**src/rtl/srfb_regs.vh**
```
// constants for the servo response frame builder
`ifndef SRFB_REGS_VH
`define SRFB_REGS_VH
`define SRFB_FRAME_BYTES 16
`define SRFB_DIR_BIT 7
`define SRFB_FAULT_BIT 7
`define SRFB_SEL_DEFAULT_ONE 8'h07
`define SRFB_SEL_DEFAULT_TWO 8'h05
`define SRFB_SEL_DEFAULT_THREE 8'h06
`define SRFB_NORMAL_OPCODE 4'h0
`define SRFB_FIFO_DEPTH 16
`define SRFB_FIFO_AWIDTH 4
`endif

```
**src/rtl/srfb_fifo.v**
```verilog
// byte fifo between the frame builder and the link transmitter
module srfb_fifo #(
	parameter WIDTH = 8,
	parameter DEPTH = 16,
	parameter AW = 4
) (
	input wire clock, // system clock
	input wire rstn, // async reset, active low
	input wire [WIDTH-1:0] inData, // write data
	input wire inValid, // write request
	output wire inReady, // not full
	output wire [WIDTH-1:0] outData, // head of queue
	output wire outValid, // not empty
	input wire outReady // consumer takes head
);
	// full level at counter width; a part-select of a plain parameter is not portable
	localparam [AW:0] FULL_LEVEL = DEPTH;
	reg [WIDTH-1:0] mem [0:DEPTH-1];
	reg [AW-1:0] wrPtr_r;
	reg [AW-1:0] rdPtr_r;
	reg [AW:0] count_r;
	wire doWrite;
	wire doRead;
	assign inReady = (count_r != FULL_LEVEL);
	assign outValid = (count_r != {(AW+1){1'b0}});
	assign outData = mem[rdPtr_r];
	assign doWrite = inValid & inReady;
	assign doRead = outValid & outReady;
	always @(posedge clock)
	begin
		if (doWrite)
		begin
			mem[wrPtr_r] <= inData;
		end
	end
	always @(posedge clock or negedge rstn)
	begin
		if (!rstn)
		begin
			wrPtr_r <= {AW{1'b0}};
			rdPtr_r <= {AW{1'b0}};
			count_r <= {(AW+1){1'b0}};
		end
		else
		begin
			if (doWrite)
				wrPtr_r <= wrPtr_r + 1'b1;
			if (doRead)
				rdPtr_r <= rdPtr_r + 1'b1;
			if (doWrite & ~doRead)
				count_r <= count_r + 1'b1;
			else if (doRead & ~doWrite)
				count_r <= count_r - 1'b1;
		end
	end
endmodule // srfb_fifo

```
**src/rtl/srfb_switch_sync.v**
```verilog
// three-stage synchroniser for the address switch, change taken when stages two and three agree
module srfb_switch_sync (
	input wire clock, // system clock
	input wire rstn, // async reset, active low
	input wire [4:0] switchPin, // raw switch level
	output reg [4:0] switchStable // filtered switch value
);
	reg [4:0] s1_r;
	reg [4:0] s2_r;
	reg [4:0] s3_r;
	always @(posedge clock or negedge rstn)
	begin
		if (!rstn)
		begin
			s1_r <= 5'h00;
			s2_r <= 5'h00;
			s3_r <= 5'h00;
			switchStable <= 5'h00;
		end
		else
		begin
			s1_r <= switchPin;
			s2_r <= s1_r;
			s3_r <= s2_r;
			if (s2_r == s3_r)
				switchStable <= s3_r;
		end
	end
endmodule // srfb_switch_sync

```
**src/rtl/srfb_frame_builder.v**
```verilog
// response frame builder: assembles the 16-byte reply and streams it out byte by byte
`include "srfb_regs.vh"
module srfb_frame_builder (
	input wire clock, // 20 MHz system clock
	input wire rstn, // async reset, active low
	input wire [4:0] rotaryAddressSwitch, // node address switch pin
	input wire cmdStrobe, // one-cycle pulse: a command was received
	input wire cmdFault, // command found in error on reception
	input wire [6:0] cmdOpcode, // command code of received command
	input wire [1:0] cmdUpdateCounter, // update counter of received command
	input wire [3:0] cmdNonCyclic, // non-cyclic command code, 0 = normal
	input wire [31:0] nonCyclicResultTwo, // non-cyclic result for word two
	input wire [31:0] nonCyclicResultThree, // non-cyclic result for word three
	input wire [7:0] monitorChoiceOne, // monitor selector for word one
	input wire [7:0] monitorChoiceTwo, // monitor selector for word two
	input wire [7:0] monitorChoiceThree, // monitor selector for word three
	output reg [7:0] monitorSelOne, // effective selector code, word one
	output reg [7:0] monitorSelTwo, // effective selector code, word two
	output reg [7:0] monitorSelThree, // effective selector code, word three
	input wire [31:0] monitorValueOne, // value for monitorSelOne
	input wire [31:0] monitorValueTwo, // value for monitorSelTwo
	input wire [31:0] monitorValueThree, // value for monitorSelThree
	output reg [7:0] txData, // frame byte toward the link
	output reg txValid, // txData holds a byte
	input wire txReady, // link takes the byte
	output reg txFirst, // byte is frame byte 0
	output reg busy, // a frame is being built or sent
	output reg [4:0] nodeNumber // latched node address
);
	localparam ST_IDLE = 3'b001;
	localparam ST_LOAD = 3'b010;
	localparam ST_PUSH = 3'b100;

	// substitute the documented default when a selector holds zero
	function [7:0] effSel;
		input [7:0] choice;
		input [7:0] dflt;
		begin
			effSel = (choice == 8'h00) ? dflt : choice;
		end
	endfunction

	reg [2:0] state_r;
	reg [2:0] state_nxt;
	reg [7:0] frame_r [0:`SRFB_FRAME_BYTES-1];
	reg [3:0] pushIdx_r;
	reg pendCmd_r;
	reg cmdFault_r;
	reg [6:0] cmdOpcode_r;
	reg [1:0] cmdCounter_r;
	reg [3:0] cmdNonCyclic_r;
	reg nodeLatched_r;
	wire firstWire;
	wire [4:0] switchStable;
	wire [7:0] fifoData;
	wire fifoValid;
	wire fifoInReady;
	wire fifoOutReady;
	wire [31:0] wordOne;
	wire [31:0] wordTwo;
	wire [31:0] wordThree;
	wire [7:0] headerByte;
	wire [7:0] codeByte;
	wire normalCmd;
	wire pushByte;

	srfb_switch_sync uSync (
		.clock(clock),
		.rstn(rstn),
		.switchPin(rotaryAddressSwitch),
		.switchStable(switchStable)
	);

	// node number is caught once, after the synchroniser has settled
	reg [2:0] settle_r;
	always @(posedge clock or negedge rstn)
	begin
		if (!rstn)
		begin
			settle_r <= 3'h0;
			nodeLatched_r <= 1'b0;
			nodeNumber <= 5'h00;
		end
		else if (!nodeLatched_r)
		begin
			if (settle_r == 3'h4)
			begin
				nodeNumber <= switchStable;
				nodeLatched_r <= 1'b1;
			end
			else
				settle_r <= settle_r + 3'h1;
		end
	end

	// capture the command; a frame already in flight keeps its own copy
	always @(posedge clock or negedge rstn)
	begin
		if (!rstn)
		begin
			pendCmd_r <= 1'b0;
			cmdFault_r <= 1'b0;
			cmdOpcode_r <= 7'h00;
			cmdCounter_r <= 2'h0;
			cmdNonCyclic_r <= 4'h0;
		end
		else
		begin
			if (cmdStrobe)
			begin
				pendCmd_r <= 1'b1;
				cmdFault_r <= cmdFault;
				cmdOpcode_r <= cmdOpcode;
				cmdCounter_r <= cmdUpdateCounter;
				cmdNonCyclic_r <= cmdNonCyclic;
			end
			else if (state_r == ST_LOAD)
				pendCmd_r <= 1'b0;
		end
	end

	// selectors are registered outputs; monitor values return from the data path
	always @(posedge clock or negedge rstn)
	begin
		if (!rstn)
		begin
			monitorSelOne <= `SRFB_SEL_DEFAULT_ONE;
			monitorSelTwo <= `SRFB_SEL_DEFAULT_TWO;
			monitorSelThree <= `SRFB_SEL_DEFAULT_THREE;
		end
		else
		begin
			monitorSelOne <= effSel(monitorChoiceOne, `SRFB_SEL_DEFAULT_ONE);
			monitorSelTwo <= effSel(monitorChoiceTwo, `SRFB_SEL_DEFAULT_TWO);
			monitorSelThree <= effSel(monitorChoiceThree, `SRFB_SEL_DEFAULT_THREE);
		end
	end

	assign normalCmd = (cmdNonCyclic_r == `SRFB_NORMAL_OPCODE);
	assign wordOne = monitorValueOne;
	assign wordTwo = normalCmd ? monitorValueTwo : nonCyclicResultTwo;
	assign wordThree = normalCmd ? monitorValueThree : nonCyclicResultThree;
	// bit 7 set marks a response; bits 6..5 echo counter; bits 4..0 node
	assign headerByte = {1'b1, cmdCounter_r, nodeNumber};
	assign codeByte = {cmdFault_r, cmdOpcode_r};

	always @*
	begin
		state_nxt = state_r;
		case (state_r)
			ST_IDLE:
				if (pendCmd_r && nodeLatched_r)
					state_nxt = ST_LOAD;
			ST_LOAD:
				state_nxt = ST_PUSH;
			ST_PUSH:
				if (fifoInReady && pushIdx_r == 4'hF)
					state_nxt = ST_IDLE;
			default:
				state_nxt = ST_IDLE;
		endcase
	end

	// frame image; status and input bytes are outside this block and stay zero
	genvar gi;
	generate
		for (gi = 0; gi < 4; gi = gi + 1)
		begin : gWords
			always @(posedge clock)
			begin
				if (state_r == ST_LOAD)
				begin
					frame_r[4 + gi] <= wordOne[8*gi +: 8];
					frame_r[8 + gi] <= wordTwo[8*gi +: 8];
					frame_r[12 + gi] <= wordThree[8*gi +: 8];
				end
			end
		end
	endgenerate

	always @(posedge clock)
	begin
		if (state_r == ST_LOAD)
		begin
			frame_r[0] <= headerByte;
			frame_r[1] <= codeByte;
			frame_r[2] <= 8'h00;
			frame_r[3] <= 8'h00;
		end
	end

	assign pushByte = (state_r == ST_PUSH) && fifoInReady;

	always @(posedge clock or negedge rstn)
	begin
		if (!rstn)
		begin
			state_r <= ST_IDLE;
			pushIdx_r <= 4'h0;
			busy <= 1'b0;
		end
		else
		begin
			state_r <= state_nxt;
			busy <= (state_nxt != ST_IDLE) || fifoValid || txValid;
			if (state_r == ST_LOAD)
				pushIdx_r <= 4'h0;
			else if (pushByte)
				pushIdx_r <= pushIdx_r + 4'h1;
		end
	end

	// the fifo holds one whole frame, so a build into an empty fifo never waits on the wire; ST_PUSH stalls while it is full
	srfb_fifo #(
		.WIDTH(9),
		.DEPTH(`SRFB_FIFO_DEPTH),
		.AW(`SRFB_FIFO_AWIDTH)
	) uFifo (
		.clock(clock),
		.rstn(rstn),
		.inData({(pushIdx_r == 4'h0), frame_r[pushIdx_r]}),
		.inValid(state_r == ST_PUSH),
		.inReady(fifoInReady),
		.outData({firstWire, fifoData}),
		.outValid(fifoValid),
		.outReady(fifoOutReady)
	);

	// output stage register keeps every port driven from a flip-flop
	assign fifoOutReady = ~txValid | txReady;
	always @(posedge clock or negedge rstn)
	begin
		if (!rstn)
		begin
			txData <= 8'h00;
			txValid <= 1'b0;
			txFirst <= 1'b0;
		end
		else if (fifoOutReady)
		begin
			txValid <= fifoValid;
			txData <= fifoValid ? fifoData : 8'h00;
			txFirst <= fifoValid & firstWire;
		end
	end
endmodule // srfb_frame_builder

```
**config.mk**
```make
export PLATFORM = sky130hd
export DESIGN_NAME = srfb_frame_builder
export DESIGN_NICKNAME = d
export VERILOG_FILES = /design/src/rtl/srfb_fifo.v /design/src/rtl/srfb_switch_sync.v /design/src/rtl/srfb_frame_builder.v
export VERILOG_INCLUDE_DIRS = /design/src /design/src/rtl
export SDC_FILE = /design/constraint.sdc
export NUM_CORES = 1
export LEC_CHECK = 0
export BUFFER_PORTS_ARGS = -buffer_cell sky130_fd_sc_hd__clkbuf_2
export CAP_MARGIN = 20
export CORE_MARGIN = 2
export CORE_UTILIZATION = 25
export DETAILED_ROUTE_END_ITERATION = 16
export SYNTH_ARGS = -nofsm -noshare
export SYNTH_HDL_FRONTEND = slang
export SYNTH_SLANG_ARGS = --single-unit
export TNS_END_PERCENT = 100
```
**constraint.sdc**
```tcl
create_clock -name clock -period 7.2 [get_ports clock]
set_input_delay 1.08 -clock clock [delete_from_list [all_inputs] [get_ports clock]]
set_output_delay 1.08 -clock clock [all_outputs]
set_load 0.02 [all_outputs]
```
# [Yosys cells after proc, flatten, opt, wreduce, memory -nomap -nowiden]
# Memory sizes are Yosys's and may differ from the RTL's.
# Cells that the tools add are included.
[classes] muxes=21 eq_ne=8 addsub=6 bitwise=11 reduce_logical=16
[op_table] op="two-way mux 32 bit" count=2
[op_table] op="two-way mux 8 bit" count=4
[op_table] op="zero test 8 bit" count=3
[op_table] op="adder 4 x 1 -> 4 bit (second input constant)" count=3
[op_table] op="two-way mux 5 bit" count=2
[op_table] op="case mux 3 bit (3 select lines)" count=1
[op_table] op="zero test 4 bit" count=2
[op_table] op="two-way mux 1 bit" count=8
[op_table] op="two-way mux 4 bit" count=2
[op_table] op="== test 3 bit (second input constant)" count=2
[op_table] op="two-way mux 3 bit" count=2
[op_table] op="nonzero test 2 bit" count=3
[op_table] op="adder 5 x 1 -> 5 bit (second input constant)" count=1
[op_table] op="AND 1 bit" count=5
[op_table] op="== test 5 bit" count=1
[op_table] op="inequality test 5 bit (second input constant)" count=1
[op_table] op="NOT 1 bit" count=5
[op_table] op="nonzero test 5 bit" count=1
[op_table] op="subtractor 5 x 1 -> 5 bit (second input constant)" count=1
[op_table] op="== test 4 bit (second input constant)" count=1
[op_table] op="AND reduction 2 bit" count=2
[op_table] op="adder 3 x 1 -> 3 bit (second input constant)" count=1
[op_table] op="== test 3 x 1 -> 1 bit (second input constant)" count=1
[op_table] op="== test 3 x 2 -> 1 bit (second input constant)" count=1
[op_table] op="4 further kinds" count=7
[totals] regBits=99 output_inout_bits=40 ram_bits=272 inputBits=207 n_memories=2
[memory_table] memory="uFifo.mem" depth=16 word_bits=9 read_ports=1 rd_ports_with_merged_regs=0 write_ports=1 line="srfb_fifo.v:18" text="reg [WIDTH-1:0] mem [0:DEPTH-1];"
[memory_table] memory="frame_r" depth=16 word_bits=8 read_ports=1 rd_ports_with_merged_regs=0 write_ports=16 line="srfb_frame_builder.v:45" text="reg [7:0] frame_r [0:`SRFB_FRAME_BYTES-1];"

# [Logic depth before layout (Yosys ltp)]
[logic_depth] depth_word=7 ltp_mapped=12 depth_no_buf=11

# [Hierarchy]
# From an unflattened synthesis, not the netlist that was laid out.
[hier_totals] cells_unflattened=852 area_unflattened_um2=14610.3
[by_module_without_submodules] module="srfb_frame_builder" cells_each=472 area_per_inst_um2=7526.0 instances=1 seq_area_each_um2=4994.8
[by_module_without_submodules] module="srfb_fifo" cells_each=345 area_per_inst_um2=6429.9 instances=1 seq_area_each_um2=4649.5
[by_module_without_submodules] module="srfb_switch_sync" cells_each=35 area_per_inst_um2=654.4 instances=1 seq_area_each_um2=500.5

# [Worst setup path after synthesis]
# No wires, ideal clock.
[synth_timing] path_kind="register -> register" from="reg state_r[2]" to="mem frame_r[0][0], enable pin" path_slack_ns=1.236 required_ns=6.611 path_stages_with_launch=4 arrival_time_ns=5.374 period_less_slack_ns=5.964 path_cell_list="dfrtp_1 -> inv_1 -> nand2_1 -> nor2_1"
[synth_rtl] element="from (decl)" line="srfb_frame_builder.v:43" text="reg [2:0] state_r;"
[synth_rtl] element="from (signal assigned)" line="srfb_frame_builder.v:204" text="state_r <= state_nxt;"
[synth_rtl] element="to (decl)" line="srfb_frame_builder.v:45"

# [Worst setup path in the final report]
[layout_timing] from="in txReady" to="reg uFifo.count_r[4]"
[layout_between] elab_chain_len=5 word_cells_on_any_way=7 cone_classes="mux: 1; bitwise: 5; reduce/logical: 1"
[layout_lines] element="from (decl)" line="srfb_frame_builder.v:25" text="input wire txReady,"
[layout_lines] element="bitwise OR 1 bit *" line="srfb_frame_builder.v:230" text="assign fifoOutReady = ~txValid | txReady;"
[layout_lines] element="AND 1 bit *" line="srfb_fifo.v:28" text="assign doRead = outValid & outReady;"
[layout_lines] element="NOT 1 bit" line="srfb_fifo.v:50" text="if (doWrite & ~doRead)"
[layout_lines] element="AND 1 bit" line="srfb_fifo.v:50"
[layout_lines] element="two-way mux 5 bit / nonzero test 2 bit (equally long branches)"
[layout_lines] element="to (signal assigned)" line="srfb_fifo.v:42" text="count_r <= {(AW+1){1'b0}};"
[layout_lines] element="to (signal assigned)" line="srfb_fifo.v:51" text="count_r <= count_r + 1'b1;"
[layout_lines] element="to (signal assigned)" line="srfb_fifo.v:53" text="count_r <= count_r - 1'b1;"
[layout_lines] element="to (decl)" line="srfb_fifo.v:21" text="reg [AW:0] count_r;"
# Every way passes the cells marked *; elsewhere a longest branch is shown, timed or not.
# A chain may end at the register's enable or synchronous reset.

==> key figures <==
Critical path
  • Worst-path fanout max: 14
  • Largest stage delay on the critical path: roughly 0.58 ns
  • WP data arrival: 3.72 ns
  • CP endpoint kind: flip-flop
  • CP Data Required Time: 7.67 ns
  • Startpoint types: input pin
  • Critical path class: input pin to flip-flop
  • CP max stage cell: nor2b_1
  • R2r setup slk: 4.15 ns
  • Cell-by-cell trace of the critical path: clkbuf_2, nor2b_1, nor2_1, inv_1, ha_1, inv_1, ha_1, a21o_1, a21oi_1, mux2i_1, xnor2_1

Synth
  • Yosys warns: 0
  • Synthesized area: 14,400 um^2
  • Syn nets: 1,001
  • Top cells by area in the synthesized netlist: edfxtp_1 (53%), dfrtp_1 (16%), mux4_2 (7.7%), mux2_2 (7.2%), mux4_1 (2.0%)
  • Cells after Synth: 780
  • #FFs+latches synth: ~350
  • Post-synth top area share: 0.532
  • Register area share after synthesis: 0.705
  • Yosys cell types: between 40 and 50
  • Yosys top cell by area: edfxtp_1
  • Syn avg cell area: 18.4 um^2

Power
  • Total Power: 6.42 mW
  • PwrDens: between 300 and 400 nW/um^2
  • Worst vdd ir: 0.143 mV
  • Static leakage: 6.51 nW

Route
  • ANT nets after route: 0
  • Drt first pass iters: 4
  • Residual DRC: 0
  • Initial DRC Count: 387
  • WL final: between 30,000 and 40,000 um
  • DR WL/cell: 16.8 um
  • Vias/cell: around 4.2
  • DR vias: 7,614

Clock tree
  • Longest Clk Path Bufs: 3
  • Hold_buf cts: 0
  • Post-CTS sizing: 0
  • Worst-skew pair later-pin latency: 0.56 ns
  • Postcts setup bufs: 0
  • Clock sinks: between 300 and 400
  • Inserted Clock Buffers: 40
  • Clock root buffer: clkbuf_16
  • CTS tree: built
  • H-tree depth: 2
  • Clock slew at reported path FFs: ~0.060 ns

Final layout
  • Fillers: 5,558
  • Nets: 1,256
  • Antenna fix cells: 0
  • Most frequent cells in the layout: edfxtp_1 (255), clkbuf_2 (245), mux2_2 (92), dfrtp_1 (88), mux4_2 (49)
  • Area delta synth->final: 22.9%
  • Share of cells above drive strength 1: 0.451
  • Commonest non-fill, non-tap cell in the layout: edfxtp_1

Global routing
  • GRT Overall Usage: 0.103
  • First-pass GRT wire length: 47,200 um
  • Vias in the first global route: 8,113
  • Largest net degree at the start of global routing: between 70 and 80
  • Initial antenna violation count: 0
  • Grt ovf: 0

Place
  • # port buffers: 246
  • Hpwl dp: 21,200 um
  • GP Congestion: 0.741

Flow run
  • Maxcap violations: 0

Floorplanning
  • Starting Density: 0.254
  • Die Width: ~240 um
  • FP Rows: 87
  • Die height: 244 um
  • I/O pins: 247
  • Die area: around 59,000 um^2
  • Core area: between 50,000 and 60,000 um^2

Timing
  • Fmax: 0.308 GHz
  • Max-slew headroom: 0.277
  • Final setup viols: 0
  • Period minus WS final: approximately 3.2 ns
  • Setup_tns: 0 ns
  • Slew at the pin closest to its max-slew limit: 1.08 ns
  • Final hold vios: 0
  • Final Skew: slightly above 0.03 ns
  • Fin crit share: 0.451
  • RSZ-0062 raised after global routing: no
  • Hold_ws: 0.344 ns
  • Slew Limit Fails: 0

Outcome
  • Status: finished clean

Min path
  • Hold Path Class: flip-flop to flip-flop
final timing paths:
check                                 startpoint          endpoint  cells past startpoint
worst max-delay path                     txReady  uFifo.count_r[4]                     11
worst min-delay path               uSync.s1_r[3]     uSync.s2_r[3]                      0
worst max register to register  uFifo.count_r[0]  uFifo.count_r[4]                     11
worst min register to register     uSync.s1_r[3]     uSync.s2_r[3]                      0
max in group asynchronous                   rstn      pushIdx_r[0]                      2
min in group asynchronous                   rstn  monitorSelTwo[1]                      1
critical path, delay by kind of cell:
kind,cells,cell delay (ns)
simple gates,2,1.00
buf+inv,3,0.34
xor+xnor,1,0.13
compound gates,2,0.35
fa+ha+maj,2,0.56
mux,1,0.24
Yosys cell counts (all sizes together):
cell type,instances
nor2,24
a21oi,16
a22o,9
xnor2,12
dfrtp,91
a2111oi,1
o21ai,13
o22ai,1
mux2i,17
edfxtp,255
nand2,19
inv,16
o21bai,5
a22oi,8
or3,1
nor2b,12
nor4,7
mux4,60
dfstp,8
mux2,97
nand4,3
clkbuf,23
a21o,2
nand2b,6
fa,1
or4b,1
nand3,2
ha,13
buf,31
a31oi,1
xor2,8
a211oi,9
nor3b,1
nand3b,1
nor3,6
report_power, final:
part | internal, mW | total [mW] | leakage [nW] | switching, mW
Sequential | 2.72 | 2.90 | 3.47 | 0.183
Clock | 1.07 | 1.87 | 0.584 | 0.799
Combinational | 0.700 | 1.65 | 2.46 | 0.952
through the flow:
| stage | utilization | area [um^2] | std cells | setup slack (ns) |
|---|---|---|---|---|
| 2_1_floorplan | - | 14400 | 780 | 1.24 |
| 3_3_place_gp | 0.291 | 16500 | 1748 | 3.44 |
| 3_5_place_dp | 0.291 | 16500 | 1748 | 3.36 |
| 4_1_cts | 0.312 | 17700 | 1819 | 3.95 |
| 5_1_grt | 0.312 | 17700 | 1820 | 3.72 |
| 6_report | 0.312 | 17700 | 1820 | 3.96 |
kinds of logic (layout without fill, tap and decap cells):
group           Yosys count  count (layout)  synth area share
flops                   354             354             0.705
fa+ha+maj                14              14            0.0127
buf+inv                  70             354            0.0236
mux                     174             174             0.185
xor+xnor                 20              20            0.0122
compound gates           65              65            0.0312
simple gates             83              83            0.0304
per-layer routing:
| metal | vias to the layer above | global-route usage | part of all wire |
|---|---|---|---|
| met5 | - | 0 | 0 |
| met4 | 0 | 0.0357 | 0.024 |
| met3 | 45 | 0.0257 | 0.053 |
| met2 | 227 | 0.169 | 0.48 |
| met1 | 3796 | 0.132 | 0.44 |
| li1 | 3546 | - | - |
flip-flops by register name (all words and copies together) (netlist names), 2 cells and up:
signal,cells
settle_r,3
uFifo.wrPtr_r,4
cmdCounter_r,2
uSync.switchStable,5
uSync.s3_r,5
uSync.s2_r,5
uFifo.rdPtr_r,4
pushIdx_r,4
cmdOpcode_r,7
monitorSelTwo,8
uFifo.mem,144
frame_r,111
monitorSelOne,8
uSync.s1_r,5
monitorSelThree,8
cmdNonCyclic_r,4
txData,8
nodeNumber,5
state_r,3
uFifo.count_r,5
layout make-up:
| type | count | area, um^2 | share of cell area |
|---|---|---|---|
| timing repair buffer | 267 | 1400 | 0.0789 |
| clock buffer | 51 | 1040 | 0.0590 |
| clock inverter | 20 | 165 | 0.00934 |
| sequential | 354 | 10100 | 0.574 |
| inverter | 16 | 60.1 | 0.00340 |
| tap | 756 | 946 | 0.0535 |
| multi-input combinational | 356 | 3920 | 0.222 |
Power figures use the tool's default switching activity.
